**src/pacr_pkg.sv**
```systemverilog
// package: register map, field layout and constants of the agent config bank
package pacr_pkg;
	// ------------------------------------------------------------
	// register indices (byte address = index * 4)
	// ------------------------------------------------------------
	localparam logic [9:0] PACR_IDX_AGENT_CONFIG = 10'h0E0;
	localparam logic [9:0] PACR_IDX_AGENT1_TEMPERATURE_BASE = 10'h0E1;
	localparam logic [9:0] PACR_IDX_AGENT2_TEMPERATURE_BASE = 10'h0E2;
	localparam logic [9:0] PACR_IDX_DOMAIN       = 10'h0E5;
	localparam logic [9:0] PACR_IDX_WARN_FLAG    = 10'h0E8;
	localparam int         PACR_ADDR_W           = 12;
	localparam int         PACR_IDX_LSB          = 2;
	// ------------------------------------------------------------
	// reset values
	// ------------------------------------------------------------
	localparam logic [7:0] PACR_RST_AGENT_CONFIG = 8'h00;
	localparam logic [6:0] PACR_RST_TEMPERATURE_BASE        = 7'h48;
	localparam logic [7:0] PACR_RST_DOMAIN       = 8'h00;
	localparam logic       PACR_RST_MODE         = 1'b0;
	// ------------------------------------------------------------
	// field positions
	// ------------------------------------------------------------
	localparam int PACR_CFG_EN_LSB     = 4;  // agent enables 7:4
	localparam int PACR_CFG_SEL_LSB    = 0;  // domain1 selects 3:0
	localparam int PACR_DOM_HAS_LSB    = 4;  // has-domain1 bits 7:4
	localparam int PACR_DOM_RETHI_BIT  = 1;  // return-highest bit
	localparam int PACR_WARN_MODE_BIT  = 3;  // relative-temperature view
	localparam int PACR_WARN_STAT_LSB  = 4;  // alert / absent bits 7:4
	// ------------------------------------------------------------
	// link client addresses
	// ------------------------------------------------------------
	localparam logic [7:0] PACR_CLIENT_ADDR_BASE = 8'h30;
	// ------------------------------------------------------------
	// axi responses
	// ------------------------------------------------------------
	localparam logic [1:0] PACR_RESP_OKAY   = 2'h0;
	localparam logic [1:0] PACR_RESP_SLVERR = 2'h2;
endpackage

```
**src/pacr_regs.sv**
```systemverilog
// agent configuration register bank with AXI4-Lite slave
//
// Added by the designer: the AXI4-Lite register port.
`timescale 1ns/1ps
`default_nettype none
module pacr_regs
	import pacr_pkg::*;
(
	input  wire logic                   CLK_SYS,          // 40 MHz system clock
	input  wire logic                   ARST_N,           // async reset, active low
	input  wire logic [PACR_ADDR_W-1:0] S_AXI_AWADDR,     // write address
	input  wire logic                   S_AXI_AWVALID,    // write address valid
	output logic                        S_AXI_AWREADY,    // write address ready
	input  wire logic [31:0]            S_AXI_WDATA,      // write data
	input  wire logic [3:0]             S_AXI_WSTRB,      // write byte strobes
	input  wire logic                   S_AXI_WVALID,     // write data valid
	output logic                        S_AXI_WREADY,     // write data ready
	output logic [1:0]                  S_AXI_BRESP,      // write response
	output logic                        S_AXI_BVALID,     // write response valid
	input  wire logic                   S_AXI_BREADY,     // write response ready
	input  wire logic [PACR_ADDR_W-1:0] S_AXI_ARADDR,     // read address
	input  wire logic                   S_AXI_ARVALID,    // read address valid
	output logic                        S_AXI_ARREADY,    // read address ready
	output logic [31:0]                 S_AXI_RDATA,      // read data
	output logic [1:0]                  S_AXI_RRESP,      // read response
	output logic                        S_AXI_RVALID,     // read data valid
	input  wire logic                   S_AXI_RREADY,     // read data ready
	input  wire logic [7:0]             AGENT1_REL_LO,    // agent 1 relative temp low byte
	input  wire logic [7:0]             AGENT1_REL_HI,    // agent 1 relative temp high byte
	input  wire logic [7:0]             AGENT2_REL_LO,    // agent 2 relative temp low byte
	input  wire logic [3:0]             AGENT_ALERT,      // bad frame check, agents 4..1
	input  wire logic [3:0]             AGENT_ABSENT,     // agent not detected, agents 4..1
	input  wire logic [1:0]             AGENT_SEL,        // agent being addressed, 0 = agent 1
	output logic [3:0]                  AGENT_ENABLE,     // agent enables 4..1
	output logic [3:0]                  AGENT_DOMAIN1,    // effective domain 1 use 4..1
	output logic                        RETURN_HIGHEST,   // return highest of both domains
	output logic [6:0]                  AGENT1_TEMP_BASE, // agent 1 temperature base
	output logic [6:0]                  AGENT2_TEMP_BASE, // agent 2 temperature base
	output logic                        REL_TEMP_MODE,    // relative-temperature view on
	output logic [7:0]                  CLIENT_ADDR       // link client address of AGENT_SEL
);
	// ------------------------------------------------------------
	// storage
	// ------------------------------------------------------------
	logic [7:0]             peci_agent_config;
	logic [6:0]             agent1_temp_base;
	logic [6:0]             agent2_temp_base;
	logic [7:0]             domain_reg;
	logic                   mode;
	logic [PACR_ADDR_W-1:0] aw_addr;
	logic [7:0]             w_byte;
	logic                   w_lane0;
	logic                   aw_held;
	logic                   w_held;
	logic                   do_write;
	logic                   do_read;
	logic [9:0]             w_idx;
	logic [9:0]             r_idx;
	logic                   w_hit;
	logic                   r_hit;
	logic [7:0]             next_rdata;

	assign w_idx    = aw_addr[PACR_IDX_LSB +: 10];
	assign r_idx    = S_AXI_ARADDR[PACR_IDX_LSB +: 10];
	assign do_write = aw_held && w_held && !S_AXI_BVALID;
	assign do_read  = S_AXI_ARVALID && S_AXI_ARREADY;

	assign w_hit = (w_idx == PACR_IDX_AGENT_CONFIG) || (w_idx == PACR_IDX_AGENT1_TEMPERATURE_BASE)
		|| (w_idx == PACR_IDX_AGENT2_TEMPERATURE_BASE) || (w_idx == PACR_IDX_DOMAIN)
		|| (w_idx == PACR_IDX_WARN_FLAG);
	assign r_hit = (r_idx == PACR_IDX_AGENT_CONFIG) || (r_idx == PACR_IDX_AGENT1_TEMPERATURE_BASE)
		|| (r_idx == PACR_IDX_AGENT2_TEMPERATURE_BASE) || (r_idx == PACR_IDX_DOMAIN)
		|| (r_idx == PACR_IDX_WARN_FLAG);

	// ------------------------------------------------------------
	// write channel capture
	// ------------------------------------------------------------
	always_ff @(posedge CLK_SYS or negedge ARST_N)
	begin
		if (!ARST_N)
		begin
			aw_held       <= 1'b0;
			aw_addr       <= '0;
			S_AXI_AWREADY <= 1'b0;
		end
		else if (S_AXI_AWVALID && S_AXI_AWREADY)
		begin
			aw_held       <= 1'b1;
			aw_addr       <= S_AXI_AWADDR;
			S_AXI_AWREADY <= 1'b0;
		end
		else if (do_write)
			aw_held <= 1'b0;
		else if (!aw_held && !S_AXI_BVALID)
			S_AXI_AWREADY <= 1'b1;
	end

	always_ff @(posedge CLK_SYS or negedge ARST_N)
	begin
		if (!ARST_N)
		begin
			w_held       <= 1'b0;
			w_byte       <= '0;
			w_lane0      <= 1'b0;
			S_AXI_WREADY <= 1'b0;
		end
		else if (S_AXI_WVALID && S_AXI_WREADY)
		begin
			w_held       <= 1'b1;
			w_byte       <= S_AXI_WDATA[7:0];
			w_lane0      <= S_AXI_WSTRB[0];
			S_AXI_WREADY <= 1'b0;
		end
		else if (do_write)
			w_held <= 1'b0;
		else if (!w_held && !S_AXI_BVALID)
			S_AXI_WREADY <= 1'b1;
	end

	always_ff @(posedge CLK_SYS or negedge ARST_N)
	begin
		if (!ARST_N)
		begin
			S_AXI_BVALID <= 1'b0;
			S_AXI_BRESP  <= PACR_RESP_OKAY;
		end
		else if (do_write)
		begin
			S_AXI_BVALID <= 1'b1;
			S_AXI_BRESP  <= w_hit ? PACR_RESP_OKAY : PACR_RESP_SLVERR;
		end
		else if (S_AXI_BREADY)
			S_AXI_BVALID <= 1'b0;
	end

	// ------------------------------------------------------------
	// register updates
	// ------------------------------------------------------------
	always_ff @(posedge CLK_SYS or negedge ARST_N)
	begin
		if (!ARST_N)
		begin
			peci_agent_config <= PACR_RST_AGENT_CONFIG;
			agent1_temp_base  <= PACR_RST_TEMPERATURE_BASE;
			agent2_temp_base  <= PACR_RST_TEMPERATURE_BASE;
			domain_reg        <= PACR_RST_DOMAIN;
			mode              <= PACR_RST_MODE;
		end
		else if (do_write && w_lane0)
		begin
			case (w_idx)
				PACR_IDX_AGENT_CONFIG: peci_agent_config <= w_byte;
				PACR_IDX_AGENT1_TEMPERATURE_BASE: agent1_temp_base  <= w_byte[6:0];
				PACR_IDX_AGENT2_TEMPERATURE_BASE: agent2_temp_base  <= w_byte[6:0];
				PACR_IDX_DOMAIN:       domain_reg        <= w_byte;
				PACR_IDX_WARN_FLAG:    mode              <= w_byte[PACR_WARN_MODE_BIT];
				default:               mode              <= mode;
			endcase
		end
	end

	// ------------------------------------------------------------
	// read channel
	// ------------------------------------------------------------
	always_comb
	begin
		next_rdata = 8'h00;
		case (r_idx)
			PACR_IDX_AGENT_CONFIG:
				next_rdata = mode ? AGENT1_REL_LO : peci_agent_config;
			PACR_IDX_AGENT1_TEMPERATURE_BASE:
				next_rdata = mode ? AGENT1_REL_HI : {1'b0, agent1_temp_base};
			PACR_IDX_AGENT2_TEMPERATURE_BASE:
				next_rdata = mode ? AGENT2_REL_LO : {1'b0, agent2_temp_base};
			PACR_IDX_DOMAIN:
				next_rdata = {domain_reg[7:PACR_DOM_HAS_LSB], 2'b00,
					domain_reg[PACR_DOM_RETHI_BIT], 1'b0};
			PACR_IDX_WARN_FLAG:
				next_rdata = {(mode ? AGENT_ABSENT : AGENT_ALERT), mode, 3'b000};
			default:
				next_rdata = 8'h00;
		endcase
	end

	always_ff @(posedge CLK_SYS or negedge ARST_N)
	begin
		if (!ARST_N)
		begin
			S_AXI_ARREADY <= 1'b0;
			S_AXI_RVALID  <= 1'b0;
			S_AXI_RDATA   <= '0;
			S_AXI_RRESP   <= PACR_RESP_OKAY;
		end
		else if (do_read)
		begin
			S_AXI_ARREADY <= 1'b0;
			S_AXI_RVALID  <= 1'b1;
			S_AXI_RDATA   <= {24'h000000, next_rdata};
			S_AXI_RRESP   <= r_hit ? PACR_RESP_OKAY : PACR_RESP_SLVERR;
		end
		else if (S_AXI_RVALID)
		begin
			if (S_AXI_RREADY)
				S_AXI_RVALID <= 1'b0;
		end
		else
			S_AXI_ARREADY <= 1'b1;
	end

	// ------------------------------------------------------------
	// block outputs
	// ------------------------------------------------------------
	always_ff @(posedge CLK_SYS or negedge ARST_N)
	begin
		if (!ARST_N)
		begin
			AGENT_ENABLE     <= '0;
			AGENT_DOMAIN1    <= '0;
			RETURN_HIGHEST   <= 1'b0;
			AGENT1_TEMP_BASE <= PACR_RST_TEMPERATURE_BASE;
			AGENT2_TEMP_BASE <= PACR_RST_TEMPERATURE_BASE;
			REL_TEMP_MODE    <= PACR_RST_MODE;
			CLIENT_ADDR      <= PACR_CLIENT_ADDR_BASE;
		end
		else
		begin
			AGENT_ENABLE   <= peci_agent_config[PACR_CFG_EN_LSB +: 4];
			// select only counts where the agent has a domain 1
			AGENT_DOMAIN1  <= peci_agent_config[PACR_CFG_SEL_LSB +: 4]
				& domain_reg[PACR_DOM_HAS_LSB +: 4];
			RETURN_HIGHEST   <= domain_reg[PACR_DOM_RETHI_BIT];
			AGENT1_TEMP_BASE <= agent1_temp_base;
			AGENT2_TEMP_BASE <= agent2_temp_base;
			REL_TEMP_MODE    <= mode;
			CLIENT_ADDR      <= PACR_CLIENT_ADDR_BASE + {6'b000000, AGENT_SEL};
		end
	end
endmodule
`default_nettype wire

```
**config.mk**
```make
export PLATFORM = sky130hd
export DESIGN_NAME = pacr_regs
export DESIGN_NICKNAME = d
export VERILOG_FILES = /design/src/pacr_pkg.sv /design/src/pacr_regs.sv
export SDC_FILE = /design/constraint.sdc
export NUM_CORES = 1
export LEC_CHECK = 0
export ABC_CLOCK_PERIOD_IN_PS = 4200
export BUFFER_PORTS_ARGS = -buffer_cell sky130_fd_sc_hd__buf_4
export CAP_MARGIN = 20
export CORE_ASPECT_RATIO = 1.2
export CORE_MARGIN = 5
export CORE_UTILIZATION = 34
export DETAILED_ROUTE_END_ITERATION = 12
export SLEW_MARGIN = 20
export SYNTH_ARGS = -nofsm -noshare
export SYNTH_HDL_FRONTEND = slang
export SYNTH_SLANG_ARGS = --single-unit
```
**constraint.sdc**
```tcl
create_clock -name CLK_SYS -period 4.2 [get_ports CLK_SYS]
set_input_delay 0.63 -clock CLK_SYS [delete_from_list [all_inputs] [get_ports CLK_SYS]]
set_output_delay 0.63 -clock CLK_SYS [all_outputs]
set_load 0.03 [all_outputs]
```
==> reports/results.ini, run 1 <==
[final_layout]
largest_reg_flops=10
diodes=0
syn_to_final_growth_pct=28.6
regMostFlops=aw_addr
fin_area_um2=5100
fin_nets=507
layout-drive-gt1-share_pct=47.4
final_cells=568

[hold_path]
hold_end=AGENT2_TEMP_BASE[3]$_DFF_PN1_
hold_start=agent2_temp_base[3]$_DFFE_PN1P_
hold_path_depth=0
hold_class=reg2reg

[placed_design]
dp_hpwl_um=7190
gp_routability_congestion=0.717
post_dp_cell_area_um2=4820
port_buffers=110
dp_slack_ps=1750
dp_cells=552

[pwr]
power.leakage_nw=2.44
irDropWorstVdd_v=0.000263
p_per_area_nw_per_um2=465

[clocking]
numCtsBuffers=9
cts_resized=0
tritoncts=built
cts_htree_levels=3
clock_latency_ps=340
post_cts_buffers=0
cts_buffer_depth=2
clockRootBuffer=clkbuf_16
cts_sinks=90
clkTransAtPathRegs_ps=60
postCtsHoldBufs=0

[grt]
grt_max_degree=69
grt_pass1_wl_um=14900
use_met1_pct=17.2
grt_overflow=0
antenna_found_initial=0
grt_pass1_vias=2742
grt_util_all_layers_pct=14.2
met2_usage_pct=23.2
gr-max-usage-layer=met2
use_met3_pct=4.74

[yosys]
synthDistinctLibCells=39
yosys-top-cells-count=dfrtp_1, mux2_2, buf_4
ys_seq_area_share_pct=57.1
synth_top_family_by_area=multiplexers
synth-seq-cells=90
yosys_warnings=0
syn_area_per_cell_um2=13.4
yosysTopAreaCellShare_pct=51.8
synth-simple-area-share_pct=8.05
syn_area_um2=3970
synth_compound_area_share_pct=6.22
synth-edff-count=0
ys.flop_type=dfrtp_1
synth_most_common_cell=dfrtp_1
yosys.area.top_type=dfrtp_1
synth-xor-area-share_pct=0
syn_inst=296
synth_mux_area_share_pct=20.6
netlist_top_cells_area=dfrtp_1, mux2_2, buf_4
async_flop_share_pct=100
synth_fa_ha_area_share_pct=0

[timing]
slew_headroom_pct=42.3
skew_ps=6.10
max_freq_ghz=0.472
rsz0062_at_grt=no
hold_viol_final=0
period_share_pct=50.5
tightestPinTransition_ps=865
layout_setup_ws_ps=2080
final-setup-viol-count=0
fin_setup_tns_ps=0
fin_crit_ps=2120
slew_violations=0

[critical_path]
ff2ff_setup_slack_ps=2080
critPathRequiredTime_ps=4430
endpoint_kind=flop
reg2regPathDepth=4
worstPathArrival_ps=2350
reg2reg_to=S_AXI_RDATA[3]$_DFFE_PN0P_
worst_setup_path_start_kind=flop
worstSetupPathType=reg2reg
reg2reg_from=S_AXI_ARREADY$_DFFE_PN0P_
crit_fanout=15

[floorplanning]
num_rows=43
die_w_um=109
design.core.area_um2=11500
boundaryPins=174
die_h_um=128
die_area_um2=13900
start_util_pct=34.4

[route]
drc=0
detail_route.iter0.violations=97
ant_nets=0
vias_per_cell=4.67
drt-total-wl_um=9540
vias=2651
first_pass_iters=4
wire_per_inst_um=16.8

[status]
status=finished, final reports clean

[flow_run]
cap_violations=0

==> worst max-delay path, stage by stage (launching register included) <==
cell and delay [ps]:
dfrtp_1 360, nand2_1 320, nor4_2 720, o21ai_0 300
o41ai_1 310
==> kinds of logic (layout without fill, tap and decap cells) <==
group                  Yosys count  after routing
AND/OR/NAND/NOR                 51             51
other                            2             32
buffers and inverters           48            133
flip-flops                      90             90
multiplexers                    67             67
AO/OA/AOI/OAI                   38             38
==> worst max path at each step <==
| stage | end | startpoint | cells past startpoint | slack, ps |
|---|---|---|---|---|
| 3_3_place_gp | S_AXI_RDATA[3]$_DFFE_PN0P_ | S_AXI_ARVALID | 5 | 1830 |
| 4_1_cts | S_AXI_RDATA[3]$_DFFE_PN0P_ | S_AXI_ARREADY$_DFFE_PN0P_ | 4 | 2080 |
| 6_report | S_AXI_RDATA[3]$_DFFE_PN0P_ | S_AXI_ARREADY$_DFFE_PN0P_ | 4 | 2080 |
| 2_1_floorplan | S_AXI_RDATA[4]$_DFFE_PN0P_ | S_AXI_ARADDR[4] | 5 | 2330 |
| 3_5_place_dp | S_AXI_RDATA[3]$_DFFE_PN0P_ | S_AXI_ARVALID | 5 | 1750 |
| 5_1_grt | S_AXI_RDATA[3]$_DFFE_PN0P_ | S_AXI_ARREADY$_DFFE_PN0P_ | 4 | 1870 |
==> layout make-up <==
cell class              instances  area (um^2)
clock buffers                  14          264
inverters                       5         18.8
repair buffers                112          841
clock inverters                 2         12.5
well taps                     157          196
fillers                      1101         6410
multi-input cells             188         1500
flip-flops and latches         90         2260
==> power breakdown <==
| part | total, mW | switching [mW] | internal, mW |
|---|---|---|---|
| sequential | 1.15 | 0.138 | 1.01 |
| clock | 0.745 | 0.312 | 0.433 |
| combinational | 0.479 | 0.250 | 0.229 |
==> metrics by stage <==
stage | power, mW | utilization, % | hold slack, ps
2_1_floorplan | 1.48 | - | 334
3_3_place_gp | 1.62 | 41.9 | 363
3_5_place_dp | 1.65 | 41.9 | 364
4_1_cts | 2.40 | 44.3 | 376
5_1_grt | 2.50 | 44.3 | 383
6_report | 2.37 | 44.3 | 375
==> per-layer routing <==
| metal | part of all wire, % | routed length [um] |
|---|---|---|
| met5 | 0 | 0 |
| met3 | 9.6 | 917 |
| met2 | 51 | 4830 |
| met4 | 1.5 | 147 |
| met1 | 38 | 3650 |
==> placed cells by master, fill, tap and decap left out, types with 4 or more instances in the layout <==
cell type  count
mux4_2         7
and2_1         4
mux2_2        48
dfrtp_1       82
mux2i_1       12
nand2_1       12
a21oi_1        8
o21ai_0       10
buf_4        112
nor2_1         9
nor3_1         6
inv_1          5
nand4b_1       4
dfstp_2        8
clkbuf_16      9
conb_1        32
(Power assumes the default switching activity.)
==> run 2: changes to the inputs <==
--- a/config.mk
+++ b/config.mk
@@ -5,7 +5,7 @@
 export SDC_FILE = /design/constraint.sdc
 export NUM_CORES = 1
 export LEC_CHECK = 0
-export ABC_CLOCK_PERIOD_IN_PS = 4200
+export ABC_CLOCK_PERIOD_IN_PS = 1900
 export BUFFER_PORTS_ARGS = -buffer_cell sky130_fd_sc_hd__buf_4
 export CAP_MARGIN = 20
 export CORE_ASPECT_RATIO = 1.2
==> constraint.sdc (replaced) <==
create_clock -name CLK_SYS -period 1.9 [get_ports CLK_SYS]
set_input_delay 0.285 -clock CLK_SYS [delete_from_list [all_inputs] [get_ports CLK_SYS]]
set_output_delay 0.285 -clock CLK_SYS [all_outputs]
set_load 0.03 [all_outputs]
==> reports/results.ini, run 2 (same netlist as run 1, synthesis figures left out) <==
[floorplanning]
design.core.area_um2=11500
num_rows=43
start_util_pct=34.4
boundaryPins=174
die_area_um2=13900
die_w_um=109
die_h_um=128

[pwr]
power.leakage_nw=2.51
irDropWorstVdd_v=0.000879
p_per_area_nw_per_um2=1040
p_total_mw=5.45

[clocking]
cts_htree_levels=3
clock_latency_ps=340
cts_resized=0
tritoncts=built
clkTransAtPathRegs_ps=60
numCtsBuffers=9
clockRootBuffer=clkbuf_16
cts_buffer_depth=2
cts_sinks=90

[grt]
grt_overflow=0
use_met1_pct=17.3
grt_util_all_layers_pct=14.3
use_met3_pct=3.73
grt_pass1_vias=2810
met2_usage_pct=24.5
grt_pass1_wl_um=14900
antenna_found_initial=0
gr-max-usage-layer=met2
grt_max_degree=50

[timing]
layout_setup_ws_ps=144
slew_headroom_pct=62.8
fin_setup_tns_ps=0
fin_crit_ps=1760
hold_viol_final=0
max_freq_ghz=0.569
whs_ps=52.9
skew_ps=6.05
period_share_pct=92.4
slew_violations=0
tightestPinTransition_ps=556
final-setup-viol-count=0
rsz0062_at_grt=no

[flow_run]
cap_violations=0

[route]
first_pass_iters=4
wire_per_inst_um=16.7
detail_route.iter0.violations=55
vias=2635
drc=0
vias_per_cell=4.56
ant_nets=0
drt-total-wl_um=9640

[critical_path]
path_cells=nand4b_1, nor4_4, buf_4, nand3b_2, mux2_2
critPathRequiredTime_ps=2120
max_stage_delay_ps=380
worstPathArrival_ps=1980
worstSetupPathType=reg2reg
cpMaxStageDelayCell=dfrtp_1
worst_setup_path_start_kind=flop
crit_fanout=8
path_delay_family=simple AND/OR/NAND/NOR gates
endpoint_kind=flop
crit_buf_inv=1

[placed_design]
port_buffers=110
dp_cells=560
post_dp_cell_area_um2=4910
dp_slack_ps=43.3
dp_hpwl_um=7320
gp_routability_congestion=0.748

[final_layout]
layout-drive-gt1-share_pct=49.2
mostFrequentLayoutCell=buf_4
largest_reg_flops=10
postLayoutCoreUtil_pct=45.5
syn_to_final_growth_pct=32.2
final_cell_mix=buf_4, dfrtp_1, mux2_2
final_cells=578
regMostFlops=aw_addr
diodes=0
fin_area_um2=5240
fin_nets=517

[hold_path]
hold_class=in2reg

[status]
status=finished, final reports clean

## run 2: cell types whose count changed in the layout (fill, tap and decap cells not counted), sizes merged
cell,change
buf,+9
clkbuf,-3
bufinv,+1
clkinv,+1
clkinvlp,+1
dlygate4sd3,+1
## run 2: repair_timing
| item | in CTS | in global routing |
|---|---|---|
| hold buffers | 1 | 0 |
| hold endpoints to repair | 27 | 0 |
| buffers inserted | 0 | 1 |
| setup endpoints to repair | 0 | 18 |
## run 2: path summary, 6_finish.rpt
| kind | slack [ps] | startpoint | cells after the start | end |
|---|---|---|---|---|
| worst min-delay path | 50 | AGENT_SEL[0] | 1 | CLIENT_ADDR[0]$_DFF_PN0_ |
| worst max-delay path | 140 | S_AXI_BVALID$_DFFE_PN0P_ | 5 | peci_agent_config[7]$_DFFE_PN0P_ |
| max in group asynchronous | 820 | ARST_N | 3 | agent2_temp_base[6]$_DFFE_PN1P_ |
| min in group asynchronous | 420 | ARST_N | 2 | CLIENT_ADDR[0]$_DFF_PN0_ |
| worst min register to register | 380 | agent2_temp_base[6]$_DFFE_PN1P_ | 0 | AGENT2_TEMP_BASE[6]$_DFF_PN1_ |
| worst max register to register | 140 | S_AXI_BVALID$_DFFE_PN0P_ | 5 | peci_agent_config[7]$_DFFE_PN0P_ |
## run 2: final cells by class
cell class / instances / area (um^2)
clock buffer: 11 / 253
clock inverter: 5 / 62.6
fill: 1087 / 6270
inverter: 5 / 18.8
multi-input combinational: 188 / 1500
sequential: 90 / 2260
tap: 157 / 196
timing repair buffer: 122 / 943
## run 2: report_power, final
group	internal [mW]	leakage (nW)	switching, mW
Clock	1.09	0.148	0.735
Sequential	2.23	1.16	0.293
Combinational	0.534	1.21	0.568
Total	3.86	2.51	1.60
## run 2: per-layer routing
layer  vias up  wire, um  share of wire (%)
met1      1290      3850                 40
met5         -         0                  0
met2        98      4950                 51
met4         0        95               0.99
met3         6       740                7.7
li1       1241         -                  -
